==> src/hdl/reset_seq_pkg.sv <==
/*
  Constants, register layout and event bundles for the reset status and release sequencer.
  Assumes a 40 MHz system clock; every delay is held in its own unit and turned into cycles here.
*/
package reset_seq_pkg;

  // Register byte offsets on the Avalon-MM slave.
  localparam logic [3:0] CAUSE_ADDR = 4'h0;
  localparam logic [3:0] OSC_CTRL_ADDR = 4'h4;

  // Field positions in reset_cause_status.
  localparam int B_TRAP = 15;
  localparam int B_ILLEGAL = 14;
  localparam int B_CFG_MISMATCH = 9;
  localparam int B_REG_KEEP = 8;
  localparam int B_PIN = 7;
  localparam int B_SOFT = 6;
  localparam int B_WDT_EN = 5;
  localparam int B_WDT_TO = 4;
  localparam int B_SLEEP = 3;
  localparam int B_IDLE = 2;
  localparam int B_BROWNOUT = 1;
  localparam int B_POWER_ON = 0;
  localparam logic [15:0] CAUSE_RESET = 16'h0003;
  localparam logic [15:0] CAUSE_IMPL = 16'hC3FF;

  // current_oscillator_field position in oscillator_control.
  localparam int OSC_CUR_LSB = 12;
  localparam logic [2:0] OSC_RESET = 3'h0;

  // Timing, each figure in its own unit, then as cycles of mclk.
  localparam int CLK_PERIOD_NS = 25;
  localparam int T_POR_NS = 10000;
  localparam int T_VREG_NS = 10000;
  localparam int T_POWER_UP_TIMER_MS = 64;
  localparam int T_RST_NS = 20000;
  localparam int T_LOCK_NS = 20000;
  localparam int T_FAIL_SAFE_CLOCK_MONITOR_NS = 100000;
  localparam int POR_CYC = (T_POR_NS + CLK_PERIOD_NS - 1) / CLK_PERIOD_NS;
  localparam int VREG_CYC = (T_VREG_NS + CLK_PERIOD_NS - 1) / CLK_PERIOD_NS;
  localparam int POWER_UP_TIMER_CYC = (T_POWER_UP_TIMER_MS * 1000000 + CLK_PERIOD_NS - 1) / CLK_PERIOD_NS;
  localparam int RST_CYC = (T_RST_NS + CLK_PERIOD_NS - 1) / CLK_PERIOD_NS;
  localparam int LOCK_CYC = (T_LOCK_NS + CLK_PERIOD_NS - 1) / CLK_PERIOD_NS;
  localparam int FAIL_SAFE_CLOCK_MONITOR_CYC = (T_FAIL_SAFE_CLOCK_MONITOR_NS + CLK_PERIOD_NS - 1) / CLK_PERIOD_NS;
  localparam int DLY_W = 22;

  // Oscillator start-up timer: a 10-bit count of 1024 oscillator periods.
  localparam int OST_W = 10;
  localparam logic [OST_W-1:0] OST_LAST = 10'h3FF;

  // Reset requests from the core, one-cycle pulses on mclk.
  typedef struct packed {
    logic trap_conflict;
    logic illegal_op;
    logic config_mismatch;
    logic watchdog_timeout;
    logic reset_instr;
    logic brownout;
  } reset_src_t;

  // Power-saving instruction executed, one-cycle pulses on mclk.
  typedef struct packed {
    logic sleep;
    logic idle;
  } power_save_t;

endpackage

==> src/hdl/reset_sequencer.sv <==
/*
  Reset status register, clock source choice at reset and master reset release timing.
  Assumes reset requests come as mclk pulses, sys_rst is the power-on reset, and the pin
  and oscillator sample inputs are asynchronous and slower than half the mclk rate.
*/
// Design decisions made here: register access over Avalon-MM and the register offsets.
`timescale 1ns/1ps

// Functional notes
// Trap conflict reset sets bit 15; only power-on clears it in hardware.
// Illegal opcode, address mode or uninitialised pointer reset sets bit 14.
// Bits 13 to 10 ignore writes and read zero.
// Configuration mismatch reset sets bit 9.
// Bit 8 keeps regulator active in sleep when one; resets to zero.
// Pin reset sets bit 7; only power-on clears it in hardware.
// Reset instruction sets bit 6; only power-on clears it in hardware.
// Bit 5 enables watchdog; unprogrammed fuse enables it regardless.
// Watchdog timeout sets bit 4; power-saving instruction or power-on clears it.
// Sleep power-saving instruction sets bit 3; power-on clears it.
// Idle power-saving instruction sets bit 2; power-on clears it.
// Brown-out and power-on set bit 1; reset value one, no hardware clear.
// Power-on sets bit 0; reset value one, no hardware clear.
// Software may set or clear any flag; setting never causes a reset.
// With switching, power-on/brown-out load config source; others keep current field.
// Without switching, every reset loads the configured clock source.
// Master reset waits power-on, start-up and internal delays by reset type.
// Power-on delay 10 us; start-up 10 us, or 64 ms regulator off.
// Internal reset time of 20 us follows every reset type.
// Crystal sources wait 1024 oscillator periods on a 10-bit counter.
// PLL waits 20 us lock; clock monitor starts 100 us after release; the code delays it only for crystal or PLL after a long reset.
// Clock waits run beside master reset; CPU waits for valid clock.
// Any active reset source asserts master reset.
// All delays are counters with parameterised terminal counts.
module reset_sequencer #(
  parameter int unsigned POWER_UP_TIMER_CYCLES = reset_seq_pkg::POWER_UP_TIMER_CYC, // Power-up timer length in mclk cycles
  parameter logic [7:0] XTAL_SRC_MASK = 8'h0C, // Source codes that use a crystal
  parameter logic [7:0] PLL_SRC_MASK = 8'h0A, // Source codes that use the PLL
  parameter int unsigned POR_CYCLES = reset_seq_pkg::POR_CYC, // Power-on delay in mclk cycles
  parameter int unsigned VREG_CYCLES = reset_seq_pkg::VREG_CYC, // Regulator start-up in mclk cycles
  parameter int unsigned RST_CYCLES = reset_seq_pkg::RST_CYC, // Internal reset time in mclk cycles
  parameter int unsigned LOCK_CYCLES = reset_seq_pkg::LOCK_CYC, // PLL lock wait in mclk cycles
  parameter int unsigned FAIL_SAFE_CLOCK_MONITOR_CYCLES = reset_seq_pkg::FAIL_SAFE_CLOCK_MONITOR_CYC // Monitor start delay in mclk cycles
) (
  input wire logic mclk, // System clock, 40 MHz
  input wire logic sys_rst, // Power-on reset, asynchronous, active high
  input wire logic [3:0] avs_address, // Register byte address
  input wire logic avs_read, // Read request
  input wire logic avs_write, // Write request
  input wire logic [31:0] avs_writedata, // Write data
  input wire logic [3:0] avs_byteenable, // Write byte lanes
  output logic [31:0] avs_readdata, // Read data
  output logic avs_waitrequest, // High while the request is not yet answered
  input wire reset_seq_pkg::reset_src_t reset_src, // Reset requests from the core
  input wire reset_seq_pkg::power_save_t power_saving_instruction, // Sleep or idle executed
  input wire logic master_clear_pin_n, // Master clear pin, low requests reset
  input wire logic osc_clk_in, // Oscillator output, sampled for start-up counting
  input wire logic clock_switch_en, // Clock switching enabled in configuration
  input wire logic [2:0] initial_oscillator_select, // Configured clock source
  input wire logic regulator_enable, // On-chip regulator enabled
  input wire logic watchdog_fuse_enable, // Watchdog fuse, one when unprogrammed
  output logic master_reset, // Master reset to core and peripherals
  output logic cpu_run, // Core may execute
  output logic clock_valid, // System clock released
  output logic clock_monitor_enable, // Clock monitor may watch the clock
  output logic [2:0] current_oscillator_field, // Clock source in use
  output logic watchdog_enabled, // Watchdog running
  output logic regulator_sleep_keep // Regulator stays active in sleep
);
  import reset_seq_pkg::*;

  // One machine times the master reset, a separate one qualifies the clock.
  typedef enum logic [1:0] {ST_POR, ST_STARTUP, ST_RST, ST_RUN} rst_state_t;
  typedef enum logic [1:0] {CK_START, CK_OST, CK_LOCK, CK_OK} clk_state_t;

  // Down-counters stop at zero, so each load is one less than the cycles it stands for.
  localparam logic [DLY_W-1:0] LD_POR = DLY_W'(POR_CYCLES - 1);
  localparam logic [DLY_W-1:0] LD_VREG = DLY_W'(VREG_CYCLES - 1);
  localparam logic [DLY_W-1:0] LD_POWER_UP_TIMER = DLY_W'(POWER_UP_TIMER_CYCLES - 1);
  localparam logic [DLY_W-1:0] LD_RST = DLY_W'(RST_CYCLES - 1);
  localparam logic [DLY_W-1:0] LD_LOCK = DLY_W'(LOCK_CYCLES - 1);
  localparam logic [DLY_W-1:0] LD_FAIL_SAFE_CLOCK_MONITOR = DLY_W'(FAIL_SAFE_CLOCK_MONITOR_CYCLES - 1);
  localparam logic [1:0] PIN_IDLE = 2'b10;

  rst_state_t st_q;
  clk_state_t ck_q;
  logic [DLY_W-1:0] dly_q;
  logic [DLY_W-1:0] lock_q;
  logic [DLY_W-1:0] fail_safe_clock_monitor_q;
  logic [OST_W-1:0] ost_q;
  logic [1:0] s1_q, s2_q, s3_q, pin_lvl_q;
  logic [1:0] pin_nxt;
  logic [15:0] cause_q, cause_d, hw_set, hw_clr, wr_mask;
  logic [2:0] osc_q;
  logic por_pending_q, long_q, wait_q, mreset_q, run_q, mon_q;
  logic [31:0] rdata_q;
  logic master_clear_pin_low, master_clear_pin_fall, osc_rise, minor_evt, bus_done, wr_cause;
  logic [DLY_W-1:0] startup_ld;
  logic sel_xtal, sel_pll, cur_slow;
  logic valid_q, wdt_on_q;

  // Pin and oscillator inputs pass three flops; a change counts once the last two agree.
  always_ff @(posedge mclk or posedge sys_rst) begin
    if (sys_rst) begin
      s1_q <= PIN_IDLE;
      s2_q <= PIN_IDLE;
      s3_q <= PIN_IDLE;
      pin_lvl_q <= PIN_IDLE;
    end else begin
      s1_q <= {master_clear_pin_n, osc_clk_in};
      s2_q <= s1_q;
      s3_q <= s2_q;
      pin_lvl_q <= pin_nxt;
    end
  end

  always_comb begin
    for (int i = 0; i < 2; i++) begin
      pin_nxt[i] = (s2_q[i] == s3_q[i]) ? s3_q[i] : pin_lvl_q[i];
    end
  end

  // Level and edge views of the synchronised pins. The stage resets to the idle levels,
  // so no false edge follows a power-on reset.
  assign master_clear_pin_low = ~pin_lvl_q[1];
  assign master_clear_pin_fall = pin_lvl_q[1] & ~pin_nxt[1];
  assign osc_rise = ~pin_lvl_q[0] & pin_nxt[0];
  assign minor_evt = reset_src.trap_conflict | reset_src.illegal_op | reset_src.config_mismatch
                   | reset_src.watchdog_timeout | reset_src.reset_instr | master_clear_pin_low;
  assign startup_ld = regulator_enable ? LD_VREG : LD_POWER_UP_TIMER;
  assign sel_xtal = XTAL_SRC_MASK[initial_oscillator_select];
  assign sel_pll = PLL_SRC_MASK[initial_oscillator_select];
  assign cur_slow = long_q & (XTAL_SRC_MASK[osc_q] | PLL_SRC_MASK[osc_q]);

  // Master reset stages; a brown-out restarts at start-up, lesser resets at the internal stage.
  always_ff @(posedge mclk or posedge sys_rst) begin
    if (sys_rst) begin
      st_q <= ST_POR;
      dly_q <= LD_POR;
      long_q <= 1'b1;
    end else if (reset_src.brownout) begin
      st_q <= ST_STARTUP;
      dly_q <= startup_ld;
      long_q <= 1'b1;
    end else if (minor_evt && (st_q == ST_RUN || st_q == ST_RST)) begin
      st_q <= ST_RST;
      dly_q <= LD_RST;
      if (st_q == ST_RUN) begin
        long_q <= 1'b0;
      end
    end else if (dly_q != '0) begin
      dly_q <= dly_q - 1'b1;
    end else begin
      unique case (st_q)
        ST_POR: begin
          st_q <= ST_STARTUP;
          dly_q <= startup_ld;
        end
        ST_STARTUP: begin
          st_q <= ST_RST;
          dly_q <= LD_RST;
        end
        ST_RST: st_q <= ST_RUN;
        ST_RUN: st_q <= ST_RUN;
      endcase
    end
  end

  // Any source forces master reset at once, before the stage machine catches up.
  always_ff @(posedge mclk or posedge sys_rst) begin
    if (sys_rst) begin
      mreset_q <= 1'b1;
    end else begin
      mreset_q <= minor_evt | reset_src.brownout | (st_q != ST_RUN);
    end
  end

  // The power-on source is caught one cycle after release, since the select is a plain port.
  always_ff @(posedge mclk or posedge sys_rst) begin
    if (sys_rst) begin
      por_pending_q <= 1'b1;
      osc_q <= OSC_RESET;
    end else begin
      por_pending_q <= 1'b0;
      if (por_pending_q || reset_src.brownout) begin
        osc_q <= initial_oscillator_select;
      end else if (minor_evt && !clock_switch_en) begin
        osc_q <= initial_oscillator_select;
      end
    end
  end

  // Oscillator and PLL waits run beside the master reset stages; only long resets restart them.
  // A lesser reset that changes the source without switching keeps the clock marked valid.
  always_ff @(posedge mclk or posedge sys_rst) begin
    if (sys_rst) begin
      ck_q <= CK_START;
      ost_q <= '0;
      lock_q <= LD_LOCK;
    end else if (reset_src.brownout) begin
      ck_q <= CK_START;
      ost_q <= '0;
      lock_q <= LD_LOCK;
    end else begin
      unique case (ck_q)
        CK_START: begin
          if (sel_xtal) begin
            ck_q <= CK_OST;
          end else if (sel_pll) begin
            ck_q <= CK_LOCK;
          end else begin
            ck_q <= CK_OK;
          end
        end
        CK_OST: begin
          if (osc_rise) begin
            ost_q <= ost_q + 1'b1;
            if (ost_q == OST_LAST) begin
              ck_q <= sel_pll ? CK_LOCK : CK_OK;
            end
          end
        end
        CK_LOCK: begin
          if (lock_q != '0) begin
            lock_q <= lock_q - 1'b1;
          end else begin
            ck_q <= CK_OK;
          end
        end
        CK_OK: ck_q <= CK_OK;
      endcase
    end
  end

  // Clock valid is registered; a brown-out drops it on the edge that restarts the waits,
  // so the core never starts on a clock that is about to be qualified again.
  always_ff @(posedge mclk or posedge sys_rst) begin
    if (sys_rst) begin
      valid_q <= 1'b0;
    end else begin
      valid_q <= (ck_q == CK_OK) & ~reset_src.brownout;
    end
  end

  // The watchdog enable is registered too. The fuse is a static level,
  // so the extra cycle it takes here is harmless.
  always_ff @(posedge mclk or posedge sys_rst) begin
    if (sys_rst) begin
      wdt_on_q <= 1'b0;
    end else begin
      wdt_on_q <= cause_d[B_WDT_EN] | watchdog_fuse_enable;
    end
  end

  // The core starts only when reset is released and the clock is valid.
  always_ff @(posedge mclk or posedge sys_rst) begin
    if (sys_rst) begin
      run_q <= 1'b0;
    end else begin
      run_q <= ~mreset_q & valid_q & ~minor_evt & ~reset_src.brownout;
    end
  end

  // Clock monitor start: a delay after release for crystal or PLL sources after a long reset.
  always_ff @(posedge mclk or posedge sys_rst) begin
    if (sys_rst) begin
      mon_q <= 1'b0;
      fail_safe_clock_monitor_q <= LD_FAIL_SAFE_CLOCK_MONITOR;
    end else if (mreset_q) begin
      mon_q <= 1'b0;
      fail_safe_clock_monitor_q <= cur_slow ? LD_FAIL_SAFE_CLOCK_MONITOR : '0;
    end else if (fail_safe_clock_monitor_q != '0) begin
      fail_safe_clock_monitor_q <= fail_safe_clock_monitor_q - 1'b1;
    end else begin
      mon_q <= 1'b1;
    end
  end

  // One wait cycle per access: waitrequest drops for exactly the completing edge.
  always_ff @(posedge mclk or posedge sys_rst) begin
    if (sys_rst) begin
      wait_q <= 1'b1;
    end else begin
      wait_q <= ~((avs_read | avs_write) & wait_q);
    end
  end

  // Lanes 0 and 1 cover the 16-bit status register; the upper lanes have nothing behind them.
  assign bus_done = ~wait_q & (avs_read | avs_write);
  assign wr_cause = bus_done & avs_write & (avs_address == CAUSE_ADDR);
  assign wr_mask = {{8{avs_byteenable[1]}}, {8{avs_byteenable[0]}}};

  // Software may write any flag; the hardware events are merged after the write,
  // so an event is never lost to a write in the same cycle.
  always_comb begin
    hw_set = '0;
    hw_clr = '0;
    hw_set[B_TRAP] = reset_src.trap_conflict;
    hw_set[B_ILLEGAL] = reset_src.illegal_op;
    hw_set[B_CFG_MISMATCH] = reset_src.config_mismatch;
    hw_set[B_PIN] = master_clear_pin_fall;
    hw_set[B_SOFT] = reset_src.reset_instr;
    hw_set[B_WDT_TO] = reset_src.watchdog_timeout;
    hw_clr[B_WDT_TO] = power_saving_instruction.sleep | power_saving_instruction.idle;
    hw_set[B_SLEEP] = power_saving_instruction.sleep;
    hw_set[B_IDLE] = power_saving_instruction.idle;
    hw_set[B_BROWNOUT] = reset_src.brownout;
    cause_d = cause_q;
    if (wr_cause) begin
      cause_d = (cause_q & ~wr_mask) | (avs_writedata[15:0] & wr_mask);
    end
    // A hardware event in the same cycle as a clear keeps the flag set.
    cause_d = ((cause_d & ~hw_clr) | hw_set) & CAUSE_IMPL;
  end

  // Power-on clears the sticky flags, and a power-saving instruction also clears bit 4; bits 1:0 come up set.
  always_ff @(posedge mclk or posedge sys_rst) begin
    if (sys_rst) begin
      cause_q <= CAUSE_RESET;
    end else begin
      cause_q <= cause_d;
    end
  end

  always_ff @(posedge mclk or posedge sys_rst) begin
    if (sys_rst) begin
      rdata_q <= '0;
  // Read data is captured on the first request cycle, so it stands when waitrequest falls.
    end else if (avs_read && wait_q) begin
      unique case (avs_address)
        CAUSE_ADDR: rdata_q <= {16'h0000, cause_q};
        OSC_CTRL_ADDR: rdata_q <= 32'(osc_q) << OSC_CUR_LSB;
        default: rdata_q <= '0;
      endcase
    end
  end

  // Every port below is a register or a plain copy of one.
  assign avs_readdata = rdata_q;
  assign avs_waitrequest = wait_q;
  assign master_reset = mreset_q;
  assign cpu_run = run_q;
  assign clock_valid = valid_q;
  assign clock_monitor_enable = mon_q;
  assign current_oscillator_field = osc_q;
  assign watchdog_enabled = wdt_on_q;
  assign regulator_sleep_keep = cause_q[B_REG_KEEP];

endmodule // reset_sequencer

==> config.mk <==
export PLATFORM = sky130hd
export DESIGN_NAME = reset_sequencer
export DESIGN_NICKNAME = d
export VERILOG_FILES = /design/src/hdl/reset_seq_pkg.sv /design/src/hdl/reset_sequencer.sv
export SDC_FILE = /design/constraint.sdc
export NUM_CORES = 1
export LEC_CHECK = 0
export BUFFER_PORTS_ARGS = -buffer_cell sky130_fd_sc_hd__buf_2
export CAP_MARGIN = 0
export CORE_MARGIN = 2
export CORE_UTILIZATION = 50
export DETAILED_ROUTE_END_ITERATION = 6
export HOLD_SLACK_MARGIN = 0.02
export MAX_ROUTING_LAYER = met4
export PLACE_DENSITY = 0.8
export RECOVER_POWER = 100
export SYNTH_ARGS = -nofsm -noshare
export SYNTH_HDL_FRONTEND = slang
export SYNTH_SLANG_ARGS = --single-unit
==> constraint.sdc <==
create_clock -name mclk -period 10.92 [get_ports mclk]
set_clock_uncertainty 0.1 [all_clocks]
set_input_delay 1.092 -clock mclk [delete_from_list [all_inputs] [get_ports mclk]]
set_output_delay 1.092 -clock mclk [all_outputs]
set_load 0.05 [all_outputs]
==> results of run 1 <==
==> synth_stat cells (4+ instances only) <==
| master | number | area [um2] |
|---|---|---|
| xor2_1 | 26 | 228 |
| mux2_2 | 6 | 67.6 |
| inv_1 | 16 | 60.1 |
| buf_4 | 18 | 135 |
| nor4_1 | 15 | 93.8 |
| o22a_1 | 7 | 61.3 |
| o21ai_0 | 24 | 120 |
| clkbuf_1 | 19 | 71.3 |
| nand2b_1 | 5 | 31.3 |
| nor4_2 | 4 | 50.1 |
| a21oi_1 | 34 | 170 |
| dfrtp_1 | 92 | 2300 |
| o21ai_1 | 4 | 20.0 |
| dfstp_2 | 33 | 867 |
| nand3b_1 | 8 | 60.1 |
| or4_1 | 13 | 97.6 |
| o211ai_1 | 7 | 52.6 |
| nand3_1 | 25 | 125 |
| a31oi_1 | 6 | 37.5 |
| nor4b_1 | 4 | 35.0 |
| and3_1 | 6 | 37.5 |
| xnor2_1 | 23 | 201 |
| ha_1 | 6 | 75.1 |
| nand2_1 | 56 | 210 |
| nor3_1 | 24 | 120 |
| or3_1 | 10 | 62.6 |
| o31ai_1 | 8 | 60.1 |
| nand4_1 | 13 | 81.3 |
| nor2b_1 | 4 | 25.0 |
| nor2_1 | 76 | 285 |
==> through the flow <==
step | power (mW) | hold slack, ps | util (%) | cells | cell area [um2]
CTS | 1.21 | 255 | 59.4 | 849 | 7130
detailed placement | 0.628 | 238 | 54.2 | 817 | 6510
global route | 1.24 | 266 | 58.7 | 849 | 7050
finish | 1.20 | 251 | 58.7 | 849 | 7050
floorplan | 0.602 | 231 | - | 649 | 6240
global placement | 0.624 | 240 | 54.2 | 817 | 6510
==> cell type report <==
cell class                      count  area [um2]
Clock buffer                       26         509
Sequential cell                   125        3170
Tap cell                          147         184
Clock inverter                      6         108
Multi-Input combinational cell    467        2740
Inverter                           16        61.3
Fill cell                        1009        4960
Timing Repair Buffer               62         277
==> report_power, final <==
group,total [mW],internal [mW],switching [mW]
sequential,0.506,0.488,0.0176
combinational,0.113,0.0321,0.0811
clock,0.581,0.389,0.192
total,1.20,0.909,0.291
==> cell families after synthesis <==
kind of cell / count (synthesis) / share of synthesized area (%)
compound gates: 105 / 10.5
xor+xnor: 49 / 6.95
fa+ha+maj: 7 / 1.38
buf+inv: 57 / 4.72
flops: 125 / 51.3
mux: 8 / 1.42
other cells: 1 / 0.0608
simple gates: 279 / 23.6
==> state kept, by name, indices dropped and copies added (netlist names), 2 cells and up, named ones only <==
| signal | cells |
|---|---|
| lock_q | 22 |
| dly_q | 22 |
| s2_q | 2 |
| ost_q | 10 |
| current_oscillator_field | 3 |
| fail_safe_clock_monitor_q | 22 |
| avs_readdata | 14 |
| ck_q | 2 |
| pin_lvl_q | 2 |
| s1_q | 2 |
| cause_q | 10 |
| st_q | 2 |
| s3_q | 2 |
==> how the worst max path moves through the flow <==
stage	slack [ps]	endpoint	depth (start not counted)	startpoint
after global routing	4080	pin_lvl_q[0]$_DFF_PP0_	3	sys_rst
after floorplan	6460	async pin	1	sys_rst
after detailed placement	7080	watchdog_enabled$_DFF_PP0_	6	avs_address[1]
after global placement	7110	watchdog_enabled$_DFF_PP0_	6	avs_address[1]
after CTS	7500	watchdog_enabled$_DFF_PP0_	6	avs_address[1]
final	5120	s3_q[0]$_DFF_PP0_	3	sys_rst
==> metal layers <==
| layer | up-vias | global-route usage [%] |
|---|---|---|
| li1 | 2329 | - |
| met1 | 2373 | 26.2 |
| met2 | 157 | 35.8 |
| met3 | 25 | 6.38 |
| met4 | 0 | 8.84 |
| met5 | - | - |
==> critical path, cell delays in order <==
cell and delay (ps):
buf_2 100, clkinvlp_2 1260, clkbuf_1 2800
==> out/metrics.cfg, run 1 <==
[power_and_ir_drop]
leakagePower_nw=2.99
power.density_mw_per_mm2=170
worst_ir_drop_vdd_mv=0.126

[synth]
yosysSeqAreaShare_pct=51.3
synth-edff-count=0
synth_cells=631
synth_cell_types=58
ys_warn_count=0
ys_ff_latch=125
synthArstFlopShare_pct=100
syn_avg_cell_area_um2=9.78
synth_area_mm2=0.00617
synthFlopType=dfrtp_1

[routing]
top_layer=met4
vias=4884
ant_nets=0
wl_met3_um=668
wl_met2_mm=6.61
drt-total-wl_mm=13.2
detail_route.first_pass.iterations=6
drt_iter0_drc=378
post-route-drc-count=0
viasPerCell=5.75
routedWlPerCell_um=15.6
m1WireLength_mm=5.74

[min_path]
hp-start=s1_q[0]$_DFF_PP0_
hold-path-endpoint=s2_q[0]$_DFF_PP0_
min_path_cells=0
hold_class=reg2reg

[cts]
cts-root-buf=clkbuf_16
cts_resized=0
cts_setup_buffers=0
clock_latency_ps=410
cts_hold_buf=0
cts_buffers=17
cts_tree=yes
clk_pin_slew_worst_paths_ps=50
clock-sinks=125
clockBufferDepth=2
htreeDepth=4

[sta]
final_max_slew_viol_count=180
hold_viol=0
finalCritPeriodShare_pct=53.1
setup_slack_ps=5120
rsz0062_at_grt=false
slew_headroom_pct=-156
min_period_ps=5800
fmax_mhz=173
setup_viol=0
fin_tns_setup_ps=0
worst_slew_pin_slew_ps=3850

[worst_setup_path]
r2r-end=dly_q[11]$_DFFE_PP0P_
crit_path_start_kind=primary input
cp_max_fo=74
r2r_slack_ps=7920
reg2reg_depth=5
critPathCaptureType=async pin
crit_required_ps=10440
r2r_start=dly_q[2]$_DFFE_PP1P_
critPathArrivalTime_ps=5320
worstSetupPathType=in2async

[die]
die_x_um=115
die-area_mm2=0.0132
io_pins=102
coreArea_mm2=0.0120
num_rows=40
start_util_pct=51.4
die_h_um=115

[cells_and_area]
final_common_cell=dfrtp_1
layout.nets=755
drive_above_1_share_pct=14.7
final_cell_mix=92 x dfrtp_1, 76 x nor2_1, 56 x nand2_1
antenna_cells=0
area_growth_syn_to_layout_pct=14.3

[grt]
grt_usage_pct=22.2
grt_pass1_vias=4961
grt_remaining_overflow=0
antenna_found_initial=0
grt_max_degree=75
grt_pass1_wl_mm=22.4

[place]
finalWeightedCongestion=0.865
post-place-ws_ps=7080
dp_hpwl_mm=8.98
portBuffers=61

[outcome]
run_status=complete, but fails checks
violations=capacitance limit, slew limit

[flow_run]
drv_cap=4

No activity file was read; power rests on OpenSTA's default activity.
==> run 2, diff against run 1 <==
ABC_AREA = 1   (was unset)
PLACE_DENSITY = 0.82   (was 0.8)
clock period = 4.82 ns   (was 10.92 ns; I/O delays follow)
==> out/metrics.cfg, run 2 <==
[grt]
met2_usage_pct=39.1
grt_max_degree=45
grtUsageMet3_pct=5.28
grt_util_met1_pct=29.0
grt_pass1_wl_mm=26.6
antenna_found_initial=0
grt_remaining_overflow=0
grt_pass1_vias=5774
top_usage_layer=met2
grt_usage_pct=24.1

[cells_and_area]
final_common_cell=nand2_1
final_cell_mix=224 x nand2_1, 140 x nor2_1, 92 x dfrtp_1
area_growth_syn_to_layout_pct=13.7
drive_above_1_share_pct=12.2
antenna_cells=0
reg.largest.list=dly_q x22, fail_safe_clock_monitor_q x22, lock_q x22
layout.nets=992

[outcome]
run_status=complete, but fails checks
violations=capacitance limit, slew limit

[power_and_ir_drop]
pwr-share-clk_pct=46.9
power_frac_comb_pct=11.9
p_sw_mw=0.777
switching_share_pct=27.5
leakagePower_nw=3.55
worst_ir_drop_vdd_mv=0.259
power.density_mw_per_mm2=371
power.share.sequential_pct=41.2
p_int_mw=2.05

[worst_setup_path]
worstSetupPathType=reg2reg
critPathArrivalTime_ps=3370
crit_required_ps=5020
cpMostUsedCell=nand2_1
critPathTopFamily=simple AND/OR/NAND/NOR gates
crit_path_start_kind=flop
worst_path_max_delay_cell=nor2_1
critPathCaptureType=flop
path_cells=inv_1 > ha_1 > nand2_1 > nor2_1 > nand3_1 > clkinvlp_2 > nand2_1 > clkinv_4 > nor2_1 > nand2_1 > nand2_1
cp_max_fo=12
cp_num_buf_inv=3
slowest_delay_ps=460

[cts]
htreeDepth=4
clockBufferDepth=2
clock_latency_ps=420
cts_tree=yes
cts_hold_buf=0
cts_buffers=17
cts-root-buf=clkbuf_16
clk_pin_slew_worst_paths_ps=60
cts_resized=0
cts_setup_buffers=0
clock-sinks=125

[routing]
drt_iter0_drc=429
routedWlPerCell_um=14.1
detail_route.first_pass.iterations=5
ant_nets=0
viasPerCell=5.26
post-route-drc-count=0
drt-total-wl_mm=15.7
vias=5862

[synth]
synth_cell_types=43
synth_top_cell_area_share_pct=34.4
synth_area_mm2=0.00670
synth_top_cells_by_count=219 x nand2_1, 138 x nor2_1, 92 x dfrtp_1
yosys.area.top_type=dfrtp_1
synth_cells=859
ys_ff_latch=125
yosysSeqAreaShare_pct=47.3
synthArstFlopShare_pct=100
synthFlopType=dfrtp_1
yosysMostFrequentCell=nand2_1
synth.area.top_cells=dfrtp_1 34%, dfstp_2 13%, nand2_1 12%, nor2_1 7.7%, inv_1 3.9%
ys_warn_count=0
syn_avg_cell_area_um2=7.80
synth-edff-count=0

[sta]
rsz0062_at_grt=false
fin_tns_setup_ps=0
setup_viol=0
final_max_slew_viol_count=45
hold_viol=0
setup_slack_ps=1650
fmax_mhz=315
worst_slew_pin_slew_ps=1880
min_period_ps=3170
finalCritPeriodShare_pct=65.9
slew_headroom_pct=-26.3

[place]
finalWeightedCongestion=0.948
portBuffers=61
post-place-ws_ps=2270
dp_hpwl_mm=11.1

[die]
die_h_um=120
coreArea_mm2=0.0131
num_rows=42
die-area_mm2=0.0143
die_x_um=120
start_util_pct=51.0
io_pins=102

[min_path]
hold_class=in2reg

[flow_run]
drv_cap=1

[run 2: per-stage QoR]
| stage | std cells | util (%) | hold WS, ps | total power [mW] | cell area [um2] |
|---|---|---|---|---|---|
| global route | 1115 | 58.0 | 38.0 | 2.95 | 7610 |
| detailed placement | 1083 | 54.0 | 237 | 1.52 | 7090 |
| CTS | 1115 | 58.7 | 24.9 | 2.85 | 7710 |
| global placement | 1083 | 54.0 | 232 | 1.51 | 7090 |
| floorplan | 877 | - | 231 | 1.44 | 6770 |
| finish | 1115 | 58.0 | 57.4 | 2.82 | 7610 |
[run 2: cell families (layout without fill, tap and decap cells)]
logic type | Yosys count | count (layout) | share of synthesized area [%]
buffers and inverters | 107 | 169 | 7.49
AO/OA/AOI/OAI | 103 | 103 | 8.11
flip-flops | 125 | 125 | 47.3
other | 1 | 19 | 0.0560
XOR/XNOR | 34 | 34 | 4.45
adder cells (fa/ha/maj) | 8 | 8 | 1.42
AND/OR/NAND/NOR | 481 | 481 | 31.2
[run 2: layer usage]
layer,wire (um),share of wire (%),up-vias
li1,-,-,2897
met1,6890,44,2782
met2,7730,49,141
met3,623,4.0,42
met4,450,2.9,0
met5,0,0,-
[run 2: area by class of cell]
| cell class | count | area, um2 |
|---|---|---|
| Clock inverter | 13 | 163 |
| Multi-Input combinational cell | 645 | 3040 |
| Timing Repair Buffer | 63 | 289 |
| Inverter | 74 | 285 |
| Sequential cell | 125 | 3170 |
| Tap cell | 176 | 220 |
| Clock buffer | 19 | 453 |
| Fill cell | 1160 | 5520 |
[run 2: power groups by stage]
stage / combinational [mW] / sequential (mW) / clock [mW]
3_5_place_dp: 0.340 / 1.18 / 0
3_3_place_gp: 0.334 / 1.18 / 0
5_1_grt: 0.375 / 1.17 / 1.40
4_1_cts: 0.343 / 1.16 / 1.35
6_report: 0.335 / 1.16 / 1.32
2_1_floorplan: 0.236 / 1.21 / 0
[run 2: final timing paths]
kind / from / to / slack (ps) / cells past startpoint
worst max-delay path: dly_q[0]$_DFFE_PP1P_ / dly_q[9]$_DFFE_PP0P_ / 1650 / 11
worst min-delay path: master_clear_pin_n / s1_q[1]$_DFF_PP1_ / 60 / 1
worst max register to register: dly_q[0]$_DFFE_PP1P_ / dly_q[9]$_DFFE_PP0P_ / 1650 / 11
worst min register to register: s1_q[0]$_DFF_PP0_ / s2_q[0]$_DFF_PP0_ / 260 / 0
max in group asynchronous: sys_rst / s3_q[1]$_DFF_PP1_ / 2890 / 3
min in group asynchronous: sys_rst / fail_safe_clock_monitor_q[20]$_DFFE_PP0P_ / 440 / 2
==> run 3, diff against run 2 <==
ABC_AREA = 0   (was 1)
PLACE_DENSITY = 0.8   (was 0.82)
clock period = 3 ns   (was 4.82 ns; I/O delays follow)
==> out/metrics.cfg, run 3 (synthesis results as in run 1) <==
[power_and_ir_drop]
p_total_mw=4.46
switching_share_pct=24.1
pwr-share-clk_pct=48.8
p_int_mw=3.39
power_frac_comb_pct=10.0
worst_ir_drop_vdd_mv=0.401
leakagePower_nw=3.11
power.density_mw_per_mm2=610
p_sw_mw=1.08
power.share.sequential_pct=41.2

[sta]
setup_viol=0
fin_tns_setup_ps=0
fmax_mhz=360
slew_headroom_pct=-12.6
finalCritPeriodShare_pct=92.7
worst_slew_pin_slew_ps=1690
final_max_slew_viol_count=76
setup_slack_ps=219
min_period_ps=2780
hold_viol=0
rsz0062_at_grt=false

[worst_setup_path]
cpMostUsedCell=or4_1
critPathArrivalTime_ps=2910
worstSetupPathType=reg2reg
critPathTopFamily=simple AND/OR/NAND/NOR gates
worst_path_max_delay_cell=or4_1
critPathCaptureType=flop
cp_max_fo=12
slowest_delay_ps=650
path_cells=inv_1 > ha_1 > or4b_2 > or4_1 > o21ai_0 > or4_1 > a21oi_1
cp_num_buf_inv=1
crit_path_start_kind=flop
crit_required_ps=3120

[cells_and_area]
post-route-util_pct=60.9
reg.largest.list=dly_q x22, fail_safe_clock_monitor_q x22, lock_q x22
area_growth_syn_to_layout_pct=18.5
final_cell_mix=92 x dfrtp_1, 76 x nor2_1, 56 x nand2_1
antenna_cells=0
drive_above_1_share_pct=15.2
final_common_cell=dfrtp_1
layout.nets=783

[die]
die_x_um=115
die_h_um=115
io_pins=102
start_util_pct=51.4
die-area_mm2=0.0132
coreArea_mm2=0.0120
num_rows=40

[cts]
cts_setup_buffers=0
clk_pin_slew_worst_paths_ps=50
clockBufferDepth=2
cts_buffers=17
htreeDepth=4
cts_tree=yes
clock-sinks=125
cts-root-buf=clkbuf_16
clock_latency_ps=430

[grt]
grt_remaining_overflow=0
grt_pass1_vias=5056
grt_usage_pct=23.4
grt_pass1_wl_mm=23.7
grt_max_degree=53
antenna_found_initial=0

[routing]
drt_iter0_drc=416
post-route-drc-count=0
ant_nets=0
drt-total-wl_mm=14.0
viasPerCell=5.79
routedWlPerCell_um=15.9
detail_route.first_pass.iterations=5
vias=5082

[place]
post-place-ws_ps=357
finalWeightedCongestion=0.869
portBuffers=61
dp_hpwl_mm=9.22

[outcome]
violations=capacitance limit, slew limit
run_status=complete, but fails checks

[flow_run]
drv_cap=2

[min_path]
hold_class=in2reg

## run 3: cell count changes in the layout (fill, tap and decap cells not counted), sizes merged, moves of 7 or more
cell / change
nand2: -169
nor2: -72
inv: -58
o21ai: -27
nand3: -17
nor4: +17
dlygate4sd3: +16
clkbuf: +15
or4: +14
nand4: -12
xnor2: +11
or3: +10
o22a: +7
## run 3: worst reg2reg max path: stages, from the launching register on
cell and delay [ps]:
dfstp_1 390, inv_1 80, ha_1 150, or4b_2 620, or4_1 650, o21ai_0 370, or4_1 160, a21oi_1 60
## run 3: final timing paths
path	start	end	slack (ps)	depth (start not counted)
min in group asynchronous	sys_rst	cause_q[4]$_DFF_PP0_	710	3
max in group asynchronous	sys_rst	ost_q[1]$_DFFE_PP0P_	660	4
setup / recovery	lock_q[1]$_DFFE_PP1P_	lock_q[11]$_DFFE_PP0P_	220	7
setup reg to reg	lock_q[1]$_DFFE_PP1P_	lock_q[11]$_DFFE_PP0P_	220	7
hold reg to reg	s1_q[1]$_DFF_PP1_	s2_q[1]$_DFF_PP1_	260	0
hold / removal	avs_writedata[7]	cause_q[7]$_DFF_PP0_	50	3
## run 3: metrics by stage
step,hold slack (ps),instance area (um2),std cells
floorplan,204,6240,649
global placement,235,6620,829
detailed placement,243,6620,829
CTS,24.8,7410,877
global route,34.8,7310,877
finish,46.6,7310,877
## run 3: power by group through the flow
stage / registers [mW] / logic (mW) / clock network [mW]
5_1_grt: 1.85 / 0.486 / 2.30
2_1_floorplan: 1.91 / 0.283 / 0
3_3_place_gp: 1.86 / 0.422 / 0
4_1_cts: 1.84 / 0.458 / 2.21
3_5_place_dp: 1.87 / 0.435 / 0
6_report: 1.84 / 0.445 / 2.18
## run 3: layout make-up
type	instances	area, um2
timing repair buffer	90	507
clock buffer	25	495
sequential	125	3170
multi-input combinational	467	2760
clock inverter	7	135
inverter	16	61.3
fill	981	4700
tap	147	184
## run 3: per-layer routing
metal  GRT usage, %  wire length [um]
met1           28.0              5950
met2           37.0              6860
met3           7.96               842
met4           8.51               316
met5              -                 0
## run 3: timing repair
action	CTS	global route
hold buffers	16	0
resized for setup	0	0
endpoints found under the hold margin	40	0
